===== src/rtl/dsip_pkg.sv =====
package dsip_pkg;

  localparam int WORD_W = 16;
  localparam int CODE_W = 12;
  localparam int CMD_W = 4;
  localparam int CMD_LSB = 12;
  localparam int FIFO_DEPTH = 4;
  localparam int CNT_W = 5;

  localparam logic [CNT_W-1:0] LAST_BIT = 5'h0f;
  localparam logic [CNT_W-1:0] BIT_CNT_MAX = 5'h10;

  localparam logic [CMD_W-1:0] CMD_NOP = 4'h0;
  localparam logic [CMD_W-1:0] CMD_LOAD = 4'h1;
  localparam logic [CMD_W-1:0] CMD_READBACK = 4'h2;
  localparam logic [CMD_W-1:0] CMD_EDGE_RISE = 4'h3;
  localparam logic [CMD_W-1:0] CMD_EDGE_FALL = 4'h4;

  localparam logic [WORD_W-1:0] SHIFT_RST = 16'h0000;
  localparam logic [CODE_W-1:0] CODE_RST = 12'h000;
  localparam logic EDGE_RISE_RST = 1'b0;

  localparam int MCLK_PERIOD_NS = 40;
  localparam int HOST_SCLK_PERIOD_NS = 640;
  localparam int HOST_GAP_NS = 640;
  localparam int HALF_CYC = (HOST_SCLK_PERIOD_NS / 2) / MCLK_PERIOD_NS;
  localparam int GAP_CYC = (HOST_GAP_NS + MCLK_PERIOD_NS - 1) / MCLK_PERIOD_NS;
  localparam int TMR_W = 8;
  localparam logic [TMR_W-1:0] HALF_END = TMR_W'(HALF_CYC - 1);
  localparam logic [TMR_W-1:0] GAP_END = TMR_W'(GAP_CYC - 1);

  typedef enum logic [2:0] {
    DSIP_H_IDLE = 3'b000,
    DSIP_H_LEAD = 3'b001,
    DSIP_H_CAP = 3'b010,
    DSIP_H_TAIL = 3'b011,
    DSIP_H_GAP = 3'b100
  } dsip_hst_e;

endpackage


===== src/rtl/dsip_if.sv =====
interface dsip_if;
  logic sync_n;
  logic sclk;
  logic serial_in_pin;
  logic serial_out_pin;

  modport host (
    output sync_n,
    output sclk,
    output serial_in_pin,
    input serial_out_pin
  );

  modport dev (
    input sync_n,
    input sclk,
    input serial_in_pin,
    output serial_out_pin
  );
endinterface


===== src/rtl/dsip_dev.sv =====
module dsip_fifo #(
  parameter int W = 16,
  parameter int D = 4
) (
  input wire logic clk,
  input wire logic rst_n,
  input wire logic in_valid,
  output logic in_ready,
  input wire logic [W-1:0] in_data,
  output logic out_valid,
  input wire logic out_ready,
  output logic [W-1:0] out_data
);
  localparam int AW = (D > 1) ? $clog2(D) : 1;
  localparam int CW = $clog2(D + 1);

  logic [W-1:0] mem [D];
  logic [AW-1:0] wr_ff;
  logic [AW-1:0] rd_ff;
  logic [CW-1:0] cnt_ff;
  logic push;
  logic pop;

  assign in_ready = (cnt_ff != CW'(D));
  assign out_valid = (cnt_ff != '0);
  assign out_data = mem[rd_ff];
  assign push = in_valid && in_ready;
  assign pop = out_valid && out_ready;

  always_ff @(posedge clk) begin
    if (push) begin
      mem[wr_ff] <= in_data;
    end
  end

  always_ff @(posedge clk) begin
    if (!rst_n) begin
      wr_ff <= '0;
    end else if (push) begin
      wr_ff <= (wr_ff == AW'(D - 1)) ? '0 : wr_ff + AW'(1);
    end
  end

  always_ff @(posedge clk) begin
    if (!rst_n) begin
      rd_ff <= '0;
    end else if (pop) begin
      rd_ff <= (rd_ff == AW'(D - 1)) ? '0 : rd_ff + AW'(1);
    end
  end

  always_ff @(posedge clk) begin
    if (!rst_n) begin
      cnt_ff <= '0;
    end else if (push && !pop) begin
      cnt_ff <= cnt_ff + CW'(1);
    end else if (pop && !push) begin
      cnt_ff <= cnt_ff - CW'(1);
    end
  end
endmodule

module dsip_dev (
  input wire logic mclk,
  input wire logic rst_n,
  dsip_if.dev link,
  input wire logic dac_accept,
  output logic [dsip_pkg::CODE_W-1:0] dac_code,
  output logic dac_load,
  output logic edge_rise,
  output logic overrun
);
  import dsip_pkg::*;

  logic sync_m_ff;
  logic sync_s_ff;
  logic sync_d_ff;
  logic sclk_m_ff;
  logic sclk_s_ff;
  logic sclk_d_ff;
  logic din_m_ff;
  logic din_s_ff;
  logic [WORD_W-1:0] shift_ff;
  logic [CNT_W-1:0] cnt_ff;
  logic sdo_ff;
  logic edge_rise_ff;
  logic edge_act_ff;
  logic rb_pend_ff;
  logic [CODE_W-1:0] dac_ff;
  logic load_ff;
  logic overrun_ff;
  logic frame;
  logic frame_start;
  logic frame_end;
  logic sclk_rise;
  logic sclk_fall;
  logic cap_edge;
  logic out_edge;
  logic word_stb;
  logic [WORD_W-1:0] word_in;
  logic fifo_ready;
  logic fifo_valid;
  logic [WORD_W-1:0] fifo_word;
  logic [CMD_W-1:0] cmd;
  logic pop;

  // Every pin passes two flops; the third stage only serves edge detection.
  always_ff @(posedge mclk) begin
    if (!rst_n) begin
      sync_m_ff <= 1'b1;
      sync_s_ff <= 1'b1;
      sync_d_ff <= 1'b1;
    end else begin
      sync_m_ff <= link.sync_n;
      sync_s_ff <= sync_m_ff;
      sync_d_ff <= sync_s_ff;
    end
  end

  always_ff @(posedge mclk) begin
    if (!rst_n) begin
      sclk_m_ff <= 1'b1;
      sclk_s_ff <= 1'b1;
      sclk_d_ff <= 1'b1;
    end else begin
      sclk_m_ff <= link.sclk;
      sclk_s_ff <= sclk_m_ff;
      sclk_d_ff <= sclk_s_ff;
    end
  end

  always_ff @(posedge mclk) begin
    if (!rst_n) begin
      din_m_ff <= 1'b0;
      din_s_ff <= 1'b0;
    end else begin
      din_m_ff <= link.serial_in_pin;
      din_s_ff <= din_m_ff;
    end
  end

  assign frame = !sync_s_ff;
  assign frame_start = !sync_s_ff && sync_d_ff;
  assign frame_end = sync_s_ff && !sync_d_ff;
  assign sclk_rise = sclk_s_ff && !sclk_d_ff;
  assign sclk_fall = !sclk_s_ff && sclk_d_ff;
  assign cap_edge = edge_act_ff ? sclk_rise : sclk_fall;
  assign out_edge = edge_act_ff ? sclk_fall : sclk_rise;
  assign word_in = {shift_ff[WORD_W-2:0], din_s_ff};
  assign word_stb = frame && cap_edge && (cnt_ff == LAST_BIT);

  // Readback loads the DAC code when the frame closes, so the next frame shifts it out.
  always_ff @(posedge mclk) begin
    if (!rst_n) begin
      shift_ff <= SHIFT_RST;
    end else if (frame_end && rb_pend_ff) begin
      shift_ff <= {{CMD_W{1'b0}}, dac_ff};
    end else if (frame && cap_edge) begin
      shift_ff <= word_in;
    end
  end

  always_ff @(posedge mclk) begin
    if (!rst_n) begin
      cnt_ff <= '0;
    end else if (frame_start) begin
      cnt_ff <= '0;
    end else if (frame && cap_edge && cnt_ff != BIT_CNT_MAX) begin
      cnt_ff <= cnt_ff + CNT_W'(1);
    end
  end

  // The output shows the register MSB so a downstream part sees our old word.
  always_ff @(posedge mclk) begin
    if (!rst_n) begin
      sdo_ff <= 1'b0;
    end else if (frame_start || (frame && out_edge)) begin
      sdo_ff <= shift_ff[WORD_W-1];
    end
  end

  dsip_fifo #(
    .W(WORD_W),
    .D(FIFO_DEPTH)
  ) u_fifo (
    .clk(mclk),
    .rst_n(rst_n),
    .in_valid(word_stb),
    .in_ready(fifo_ready),
    .in_data(word_in),
    .out_valid(fifo_valid),
    .out_ready(dac_accept),
    .out_data(fifo_word)
  );

  assign pop = fifo_valid && dac_accept;
  assign cmd = fifo_word[CMD_LSB +: CMD_W];

  always_ff @(posedge mclk) begin
    if (!rst_n) begin
      overrun_ff <= 1'b0;
    end else if (word_stb && !fifo_ready) begin
      overrun_ff <= 1'b1;
    end
  end

  always_ff @(posedge mclk) begin
    if (!rst_n) begin
      dac_ff <= CODE_RST;
      load_ff <= 1'b0;
    end else begin
      load_ff <= pop && (cmd == CMD_LOAD);
      if (pop && cmd == CMD_LOAD) begin
        dac_ff <= fifo_word[CODE_W-1:0];
      end
    end
  end

  // The edge setting changes only on a command and otherwise holds.
  always_ff @(posedge mclk) begin
    if (!rst_n) begin
      edge_rise_ff <= EDGE_RISE_RST;
    end else if (pop) begin
      case (cmd)
        CMD_EDGE_RISE: edge_rise_ff <= 1'b1;
        CMD_EDGE_FALL: edge_rise_ff <= 1'b0;
        default: edge_rise_ff <= edge_rise_ff;
      endcase
    end
  end

  // The edge in use follows the setting only between frames, so no frame is split.
  always_ff @(posedge mclk) begin
    if (!rst_n) begin
      edge_act_ff <= EDGE_RISE_RST;
    end else if (!frame) begin
      edge_act_ff <= edge_rise_ff;
    end
  end

  // A new readback request wins over the clear at frame end.
  always_ff @(posedge mclk) begin
    if (!rst_n) begin
      rb_pend_ff <= 1'b0;
    end else if (pop && cmd == CMD_READBACK) begin
      rb_pend_ff <= 1'b1;
    end else if (frame_end) begin
      rb_pend_ff <= 1'b0;
    end
  end

  assign link.serial_out_pin = sdo_ff;
  assign dac_code = dac_ff;
  assign dac_load = load_ff;
  assign edge_rise = edge_rise_ff;
  assign overrun = overrun_ff;
endmodule


===== src/flat_wrapper.sv =====
// flat-port wrapper written by rule: the top's interface ports become plain ports
module dsip_dev_flat import dsip_pkg::*;
  (mclk, rst_n, dac_accept, dac_code, dac_load, edge_rise, overrun, link_sync_n, link_sclk, link_serial_in_pin, link_serial_out_pin);
  dsip_if link_i ();
  input wire logic mclk;
  input wire logic rst_n;
  input wire logic dac_accept;
  output logic [dsip_pkg::CODE_W-1:0] dac_code;
  output logic dac_load;
  output logic edge_rise;
  output logic overrun;
  input wire logic [$bits(link_i.sync_n)-1:0] link_sync_n;
  input wire logic [$bits(link_i.sclk)-1:0] link_sclk;
  input wire logic [$bits(link_i.serial_in_pin)-1:0] link_serial_in_pin;
  output wire logic [$bits(link_i.serial_out_pin)-1:0] link_serial_out_pin;
  assign link_i.sync_n = link_sync_n;
  assign link_i.sclk = link_sclk;
  assign link_i.serial_in_pin = link_serial_in_pin;
  assign link_serial_out_pin = link_i.serial_out_pin;
  dsip_dev u_core (.mclk(mclk), .rst_n(rst_n), .link(link_i), .dac_accept(dac_accept), .dac_code(dac_code), .dac_load(dac_load), .edge_rise(edge_rise), .overrun(overrun));
endmodule

===== config.mk =====
export PLATFORM = sky130hd
export DESIGN_NAME = dsip_dev_flat
export DESIGN_NICKNAME = d
export VERILOG_FILES = /design/src/rtl/dsip_pkg.sv /design/src/rtl/dsip_if.sv /design/src/rtl/dsip_dev.sv /design/src/flat_wrapper.sv
export SDC_FILE = /design/constraint.sdc
export NUM_CORES = 1
export LEC_CHECK = 0
export BUFFER_PORTS_ARGS = -buffer_cell sky130_fd_sc_hd__buf_2
export CAP_MARGIN = 20
export CORE_MARGIN = 3
export CORE_UTILIZATION = 25
export CTS_CLUSTER_SIZE = 30
export DETAILED_ROUTE_END_ITERATION = 8
export GPL_TIMING_DRIVEN = 0
export PLACE_DENSITY = 0.47
export SYNTH_ARGS = -nofsm -noshare
export SYNTH_HDL_FRONTEND = slang
export SYNTH_SLANG_ARGS = --single-unit

===== constraint.sdc =====
create_clock -name mclk -period 3 [get_ports mclk]
set_input_delay 0.6 -clock mclk [delete_from_list [all_inputs] [get_ports mclk]]
set_output_delay 0.6 -clock mclk [all_outputs]
set_load 0.01 [all_outputs]

# Yosys cells after proc, flatten, opt, wreduce, memory -nomap -nowiden
# Memory sizes are Yosys's and may differ from the RTL's. A register that Yosys moved wholly into a read port is not among the register bits.
# Cells that the tools add are included.
word_totals:
  reg_bits: 54
  ramBits: 64
  input_bits: 6
  output_inout_bits: 16
  elab_cells: 84
  n_memories: 1
op_classes:
  n_addsub: 5
  eq_ne: 9
  muxes: 15
  bitwise: 1
  reduce_logical: 32
memory_table:
  columns: ["memory", "depth", "word_bits", "read_ports", "rd_ports_with_merged_regs", "wr", "line_no", "text"]
  rows:
  - ["u_core.u_fifo.mem", 4, 16, 1, 1, 1, "dsip_dev.sv:17", "logic [W-1:0] mem [D];"]
ops:
  columns: ["op", "count"]
  rows:
  - ["$mux W12", 2]
  - ["$logic_and A1 B1 Y1", 16]
  - ["$eq A4 B2 Y1 const B", 2]
  - ["$mux W2", 4]
  - ["$reduce_bool A2 Y1", 4]
  - ["$logic_not A1 Y1", 7]
  - ["$mux W1", 6]
  - ["$mux W3", 2]
  - ["$add A5 B1 Y5 const B", 1]
  - ["$eq A5 B4 Y1 const B", 1]
  - ["$ne A5 B5 Y1 const B", 1]
  - ["$add A2 B1 Y2 const B", 2]
  - ["$eq A2 B2 Y1 const B", 2]
  - ["$eq A4 B1 Y1 const B", 1]
  - ["$eq A4 B3 Y1 const B", 1]
  - ["$reduce_or A2 Y1", 2]
  - ["$add A3 B1 Y3 const B", 1]
  - ["$ne A3 B3 Y1 const B", 1]
  - ["$reduce_bool A3 Y1", 1]
  - ["$sub A3 B1 Y3 const B", 1]
  - ["$pmux W1 S2", 1]
  - ["$reduce_and A2 Y1", 1]
  - ["$logic_or A1 B1 Y1", 1]
  - ["$not A1 Y1", 1]

# Logic depth before layout (Yosys ltp)
# Gate-level depths: netlist of run 1.
depth:
  depth_word: 10
  depth_mapped: 11
  mapped_depth_nobuf: 11

# By module
# A second synthesis of run 1 with hierarchy kept.
hier_totals:
  hier_cells: 370
  area_unflattened_um2: 4872.2
by_module_without_submodules:
  columns: ["module", "instances", "cells_per_inst", "area_per_inst_um2", "seq_area_each_um2"]
  rows:
  - ["dsip_fifo", 1, 135, 2795.2, 2102.0]
  - ["dsip_dev", 1, 235, 2077.0, 940.9]

# Worst setup path before layout of run 1
# No wires, ideal clock.
synth_path:
  kind: "register -> register"
  from: "register u_core.cnt_ff[0]"
  to: "register u_core.u_fifo.cnt_ff[2]"
  setup_time_ns: 0.070
  t_arrival_ns: 2.553
  required_ns: 2.930
  slack_ns: 0.377
  path_stages_with_launch: 12
  path_buffers: 0
  synth_period_minus_slack_ns: 2.623
  path_cell_list: "dfxtp_1 ha_1 and3_1 ha_1 inv_1 a2111oi_4 ha_1 inv_1 fa_1 xor2_1 or3_1 a21oi_1"
synth_via:
  elab_chain_len: 6
  elab_cells_between_ends: 8
  classes_between: "eq/ne: 1; mux: 1; reduce/logical: 6"
synth_rtl:
  columns: ["item", "line_no", "text"]
  rows:
  - ["from (decl)", "dsip_dev.sv:84", "logic [CNT_W-1:0] cnt_ff;"]
  - ["from (signal assigned)", "dsip_dev.sv:169", "cnt_ff <= cnt_ff + CNT_W'(1);"]
  - ["$eq A5 B4 Y1 (*)", "dsip_dev.sv:150", "assign word_stb = frame && cap_edge && (cnt_ff == LAST_BIT);"]
  - ["$logic_and A1 B1 Y1 (*)", "dsip_dev.sv:150", null]
  - ["$logic_and A1 B1 Y1 (*)", "dsip_dev.sv:27", "assign push = in_valid && in_ready;"]
  - ["via u_core.u_fifo.push", "dsip_dev.sv:21", "logic push;"]
  - ["$logic_not A1 Y1", "dsip_dev.sv:57", "end else if (pop && !push) begin"]
  - ["$logic_and A1 B1 Y1", "dsip_dev.sv:57", null]
  - ["$reduce_bool A2 Y1 (no source line)", null, null]
  - ["to (signal assigned)", "dsip_dev.sv:56", "cnt_ff <= cnt_ff + CW'(1);"]
  - ["to (signal assigned)", "dsip_dev.sv:58", "cnt_ff <= cnt_ff - CW'(1);"]
  - ["to (decl)", "dsip_dev.sv:20", "logic [CW-1:0] cnt_ff;"]
# Mark *: on every way through the listed nets, which the timed path passes. The rest lies on a longest branch.
# A chain may end at the register's enable or synchronous reset.

# Final worst setup path of run 1
layout_path:
  from: "register u_core.cnt_ff[1]"
  to: "register u_core.u_fifo.cnt_ff[2]"
# Same word-level chain as after synthesis.

==> results of run 1 <==
[path summary, 6_finish.rpt]
check	start	endpoint	slack, ns	cells past startpoint
worst max-delay path	u_core.cnt_ff[1]	u_core.u_fifo.cnt_ff[2]	0.22	11
worst max register to register	u_core.cnt_ff[1]	u_core.u_fifo.cnt_ff[2]	0.22	11
worst min register to register	u_core.sync_m_ff	u_core.sync_s_ff	0.42	1
worst min-delay path	link_sync_n	u_core.sync_m_ff	0.39	2
[cell usage in the layout (no fill, tap or decap), types with 9 or more instances in the layout]
cell,instances
buf_2,21
a211oi_1,15
nand2_1,26
ha_1,9
dfxtp_1,56
clkbuf_1,12
mux2i_1,35
inv_1,10
edfxtp_1,64
nor2_1,31
clkbuf_16,17
mux4_2,16
[synth_stat cells, types with 4 or more instances]
cell and n:
clkbuf_1 10, nor2_1 31, nand2b_1 6, mux4_2 16, edfxtp_1 64, inv_1 10, and2_1 6, nand2_1 26
a211oi_1 15, o21ai_0 4, dfxtp_1 56, mux2i_1 35, a21oi_1 6, ha_1 9
[critical path: stages, from the launching register on]
cell and delay (ns):
dfxtp_1 0.38, ha_1 0.20, and3_1 0.17, ha_1 0.18, inv_1 0.07, a2111oi_4 0.37, ha_1 0.27, inv_1 0.06
fa_1 0.37, xor2_1 0.18, or3_1 0.31, a21oi_1 0.15
[metal layers]
| metal | track usage | wire, um | up-vias |
|---|---|---|---|
| met5 | 0 | 0 | - |
| met4 | 0.0480 | 208 | 0 |
| met3 | 0.0318 | 317 | 20 |
| met2 | 0.161 | 4600 | 38 |
| met1 | 0.129 | 4400 | 1316 |
| li1 | - | - | 1283 |
[cell families after synthesis]
logic type,count (synthesis),share of synthesized area
adder cells (fa/ha/maj),10,0.0283
AND/OR/NAND/NOR,84,0.0862
AO/OA/AOI/OAI,31,0.0499
flip-flops,120,0.649
XOR/XNOR,4,0.00747
multiplexers,51,0.152
buffers and inverters,27,0.0275
[per-stage QoR]
step,cell area (um^2),std cells,utilization,total power (W)
after floorplan,4690,327,-,0.00178
after global placement,5070,576,0.279,0.00180
after detailed placement,5070,576,0.279,0.00180
after CTS,5650,608,0.310,0.00376
after global routing,5650,608,0.310,0.00383
final,5650,608,0.310,0.00370
[power groups by stage]
stage / Sequential (W) / Clock, W / Combinational, W
2_1_floorplan: 0.00175 / 0 / 0.0000246
3_3_place_gp: 0.00176 / 0 / 0.0000403
3_5_place_dp: 0.00176 / 0 / 0.0000401
4_1_cts: 0.00172 / 0.00199 / 0.0000404
5_1_grt: 0.00172 / 0.00207 / 0.0000436
6_report: 0.00172 / 0.00194 / 0.0000386
[area by class of cell]
cell class | instances | area (um^2) | area share
clock buffer | 22 | 474 | 0.0839
clock inverter | 10 | 100 | 0.0177
sequential | 120 | 3040 | 0.539
tap | 229 | 287 | 0.0507
inverter | 11 | 41.3 | 0.00731
timing repair buffer | 20 | 100 | 0.0177
buffer | 16 | 87.6 | 0.0155
multi-input combinational | 180 | 1520 | 0.268
[state kept, by name, summed over array words and instances (netlist names), 2 cells and up, named ones only]
signal,flops
u_core.u_fifo.wr_ff,2
u_core.u_fifo.cnt_ff,3
u_core.dac_code,12
u_core.shift_ff,16
u_core.cnt_ff,5
u_core.u_fifo.mem,64
u_core.u_fifo.rd_ff,2
==> metrics, run 1 <==
status=finished, final reports clean; # fillers=between 1.5k and 2k; Die Width=between 100 and 150 um; period utilisation layout=0.926; clock group share of total power=0.524; VDD IR-drop max=368 uV; Seq pwr share=0.465; HPWL Detailed=~6.1 mm; Clock Latency Late Sink=0.41 ns; Final Critical Period=2.78 ns; Reg clk slew, reported paths=0.05 ns; initial drt markers=146; Psw=~0.00070 W; Fin Hold WS=0.392 ns; Hold Crit Class=in -> reg; Die H=143 um; Cell Int Power=around 0.003 W; Worst Tran Pin Value=between 1 and 1.5 ns; syn avg cell area=between 10 and 15 um^2; power density cells=between 600 and 700 nW/um^2; first-pass GRT wire length=~15 mm; Yosys reg bits=120; routed via count=about 2.7k; initial core utilization=0.257; CTS tree=done; crit path DAT=~3.1 ns; number of max-cap violations=0; Area contributors post-synth=edfxtp_1 (41%), dfxtp_1 (24%), mux4_2 (7.7%); layout cell share with drive strength beyond 1=0.198; dpl ws=0.129 ns; # DRC=0; Peak Freq=around 360 MHz; antenna violations before repair=0; IO buf count=20; Comb power frac=0.010; Site Rows=just under 50; CTS Hold Bufs=0; CTS sink cnt=120; I/O pins=22; Final WS setup=about 0.22 ns; vias in the first global route=2670; crit start category=flop; worst clock skew=roughly 0.01 ns; Post-synth EDFFs=64; TritonRoute pass-1 iters=4; CTS buffer count=17; Switching Fraction=0.189; GPL Wtd Cong=~0.7; CTS Buffer Depth=2; Synth async-reset ratio=0; Worst EP required=3.33 ns; final setup vio count=0; gr ovfl total=0; Mapped Cells=roughly 330; Area Overhead vs Synth=20.5%; CP Max Fanout=7; post-cts sizing count=0; largest net degree at the start of global routing=17; syn nets=343; slew margin rel.=0.315; yosys warns=0; fin. max-slew vios=0; sequential element share of the synthesized area=0.649; antenna cells=0; H-tree depth=4; Root Driver=clkbuf_16; post-synthesis cell type count=39; Leakage Power=2.04 nW; average routed wire per standard cell=approximately 16 um; dominant cell type by area after synthesis=edfxtp_1; post-synth top area share=0.410; total track usage=0.103; Crit Path Class=reg -> reg; TNS Setup=0 ns; final net count=~380; final hold viol count=0; DRT Wirelength=9.52 mm; buffer count from post-CTS setup fixing=0; Mapped Area=between 4000 and 5000 um^2; Core Area=approximately 18000 um^2; RSZ-0062 raised after global routing=false; Setup crit end kind=flop; total die area=just over 20000 um^2; DRT antenna net count=0; top_reg_cell synth=edfxtp_1; via/cell ratio=between 4 and 5
(Power assumes the default switching activity.)
==> inputs of run 2 (changes only) <==
--- a/config.mk
+++ b/config.mk
@@ -7,7 +7,6 @@
 export LEC_CHECK = 0
 export BUFFER_PORTS_ARGS = -buffer_cell sky130_fd_sc_hd__buf_2
 export CAP_MARGIN = 20
-export CORE_MARGIN = 3
 export CORE_UTILIZATION = 25
 export CTS_CLUSTER_SIZE = 30
 export DETAILED_ROUTE_END_ITERATION = 8
==> run 2 against run 1 <==
Clock power hardly changed. First-iteration DRC count is 2.7% lower. Critical path type unchanged. Critical endpoint unchanged. Hold slack lost 0.012 ns. Power down 0.39%. Combinational power increased by 3%. Via count grew 0.34%. Worst setup slack better by 0.066 ns.
==> metrics, run 2 (same netlist as run 1, synthesis figures left out) <==
status=finished, final reports clean; Cell Int Power=around 0.003 W; TritonRoute pass-1 iters=6; Worst Tran Pin Value=1.03 ns; power density cells=~650 nW/um^2; total track usage=0.114; final setup vio count=0; final net count=between 300 and 400; crit start category=flop; Critical Path Stages=11; DRT Wirelength=roughly 9.9 mm; Placed Area=about 5100 um^2; # fillers=roughly 1.8k; Hold Crit Class=in -> reg; Post-Route Utilization=0.312; Root Driver=clkbuf_16; Worst EP required=around 3.3 ns; Site Rows=a little under 50; routed via count=between 2k and 3k; number of flip-flops in the largest register=64; antenna cells=0; TNS Setup=0 ns; IO buf count=20; buffer count from post-CTS setup fixing=0; Core Area=roughly 18000 um^2; fin. max-slew vios=0; Reg clk slew, reported paths=around 0.050 ns; Fin Hold WS=roughly 0.38 ns; I/O pins=22; CTS sink cnt=120; CP max stage cell=dfxtp_1; Die H=139 um; GPL Wtd Cong=between 0.6 and 0.7; Min-Delay Path Depth=2; post-cts sizing count=0; Comb power frac=0.011; cell mode on critical path=ha_1; Leakage Power=about 2 nW; H-tree depth=4; DRT antenna net count=0; VDD IR-drop max=352 uV; worst clock skew=approximately 0.0064 ns; # DRC=0; Clock Latency Late Sink=0.41 ns; Peak Freq=369 MHz; crit path DAT=a little over 3 ns; antenna violations before repair=0; Most flops, register=u_core.u_fifo.mem; CTS Buffer Depth=2; CTS Hold Bufs=0; Die Width=139 um; initial drt markers=~140; reg2reg path depth=11; Setup crit end kind=flop; gr ovfl total=0; CP Max Fanout=5; CTS buffer count=17; Seq pwr share=0.467; HPWL Detailed=a little over 6 mm; layout cell share with drive strength beyond 1=0.196; CP delay by family, top=adder cells; largest net degree at the start of global routing=17; initial core utilization=0.258; clock group share of total power=0.522; final non-filler cell area=5650 um^2; CTS tree=done; via/cell ratio=about 4.4; Switching Fraction=0.189; number of max-cap violations=0; Bufs and invs on worst path=2; Final Critical Period=roughly 2.7 ns; Psw=between 0.0006 and 0.0007 W; max incr delay on CP=roughly 0.38 ns; total die area=19300 um^2; vias in the first global route=between 2k and 3k; commonest non-fill, non-tap cell in the layout=edfxtp_1; Crit Path Class=reg -> reg; most frequent cells in the layout=edfxtp_1 (64), dfxtp_1 (56), mux2i_1 (35); period utilisation layout=0.904; slew margin rel.=0.316; final hold viol count=0; dpl ws=about 0.12 ns; Area Overhead vs Synth=20.6%; first-pass GRT wire length=16.0 mm; average routed wire per standard cell=around 16 um; RSZ-0062 raised after global routing=false; Final WS setup=around 0.29 ns; critical-path cell list=ha_1 > and3_1 > ha_1 > inv_1 > a2111oi_4 > ha_1 > inv_1 > fa_1 > xor2_1 > or3_1 > a21oi_1
## run 2: cell count changes in the layout (fill, tap and decap cells not counted), sizes merged
cell      before  now
clkbuf        32   37
buf           26   29
clkinv         6    3
clkinvlp       2    0
## run 2: worst paths after layout
path               startpoint                      end  slack, ns
max          u_core.cnt_ff[0]  u_core.u_fifo.cnt_ff[2]       0.29
min                 link_sclk         u_core.sclk_m_ff       0.38
max reg2reg  u_core.cnt_ff[0]  u_core.u_fifo.cnt_ff[2]       0.29
min reg2reg   u_core.din_m_ff          u_core.din_s_ff       0.43
## run 2: through the flow
step | std cells | total power (W)
global route | 611 | 0.00381
global placement | 576 | 0.00180
finish | 611 | 0.00369
floorplan | 327 | 0.00178
detailed placement | 576 | 0.00180
CTS | 608 | 0.00373
## run 2: routing by layer
metal | share of wire | track usage
met5 | 0 | 0
met4 | 0.025 | 0.0626
met3 | 0.037 | 0.0325
met2 | 0.48 | 0.187
met1 | 0.46 | 0.134
## run 2: area by class of cell
type                            instances  area, um^2  area share
Clock buffer                           27         483      0.0854
Tap cell                              229         287      0.0507
Buffer                                 16        87.6      0.0155
Timing Repair Buffer                   23         123      0.0217
Inverter                               11        41.3     0.00730
Clock inverter                          5        73.8      0.0131
Multi-Input combinational cell        180        1520       0.268
Sequential cell                       120        3040       0.538
## run 2: power groups by stage
stage | Sequential, W | Clock, W | Combinational [W]
after global placement | 0.00176 | 0 | 0.0000404
final | 0.00172 | 0.00193 | 0.0000398
after global routing | 0.00172 | 0.00204 | 0.0000448
after CTS | 0.00172 | 0.00196 | 0.0000412
after detailed placement | 0.00176 | 0 | 0.0000408
after floorplan | 0.00175 | 0 | 0.0000246
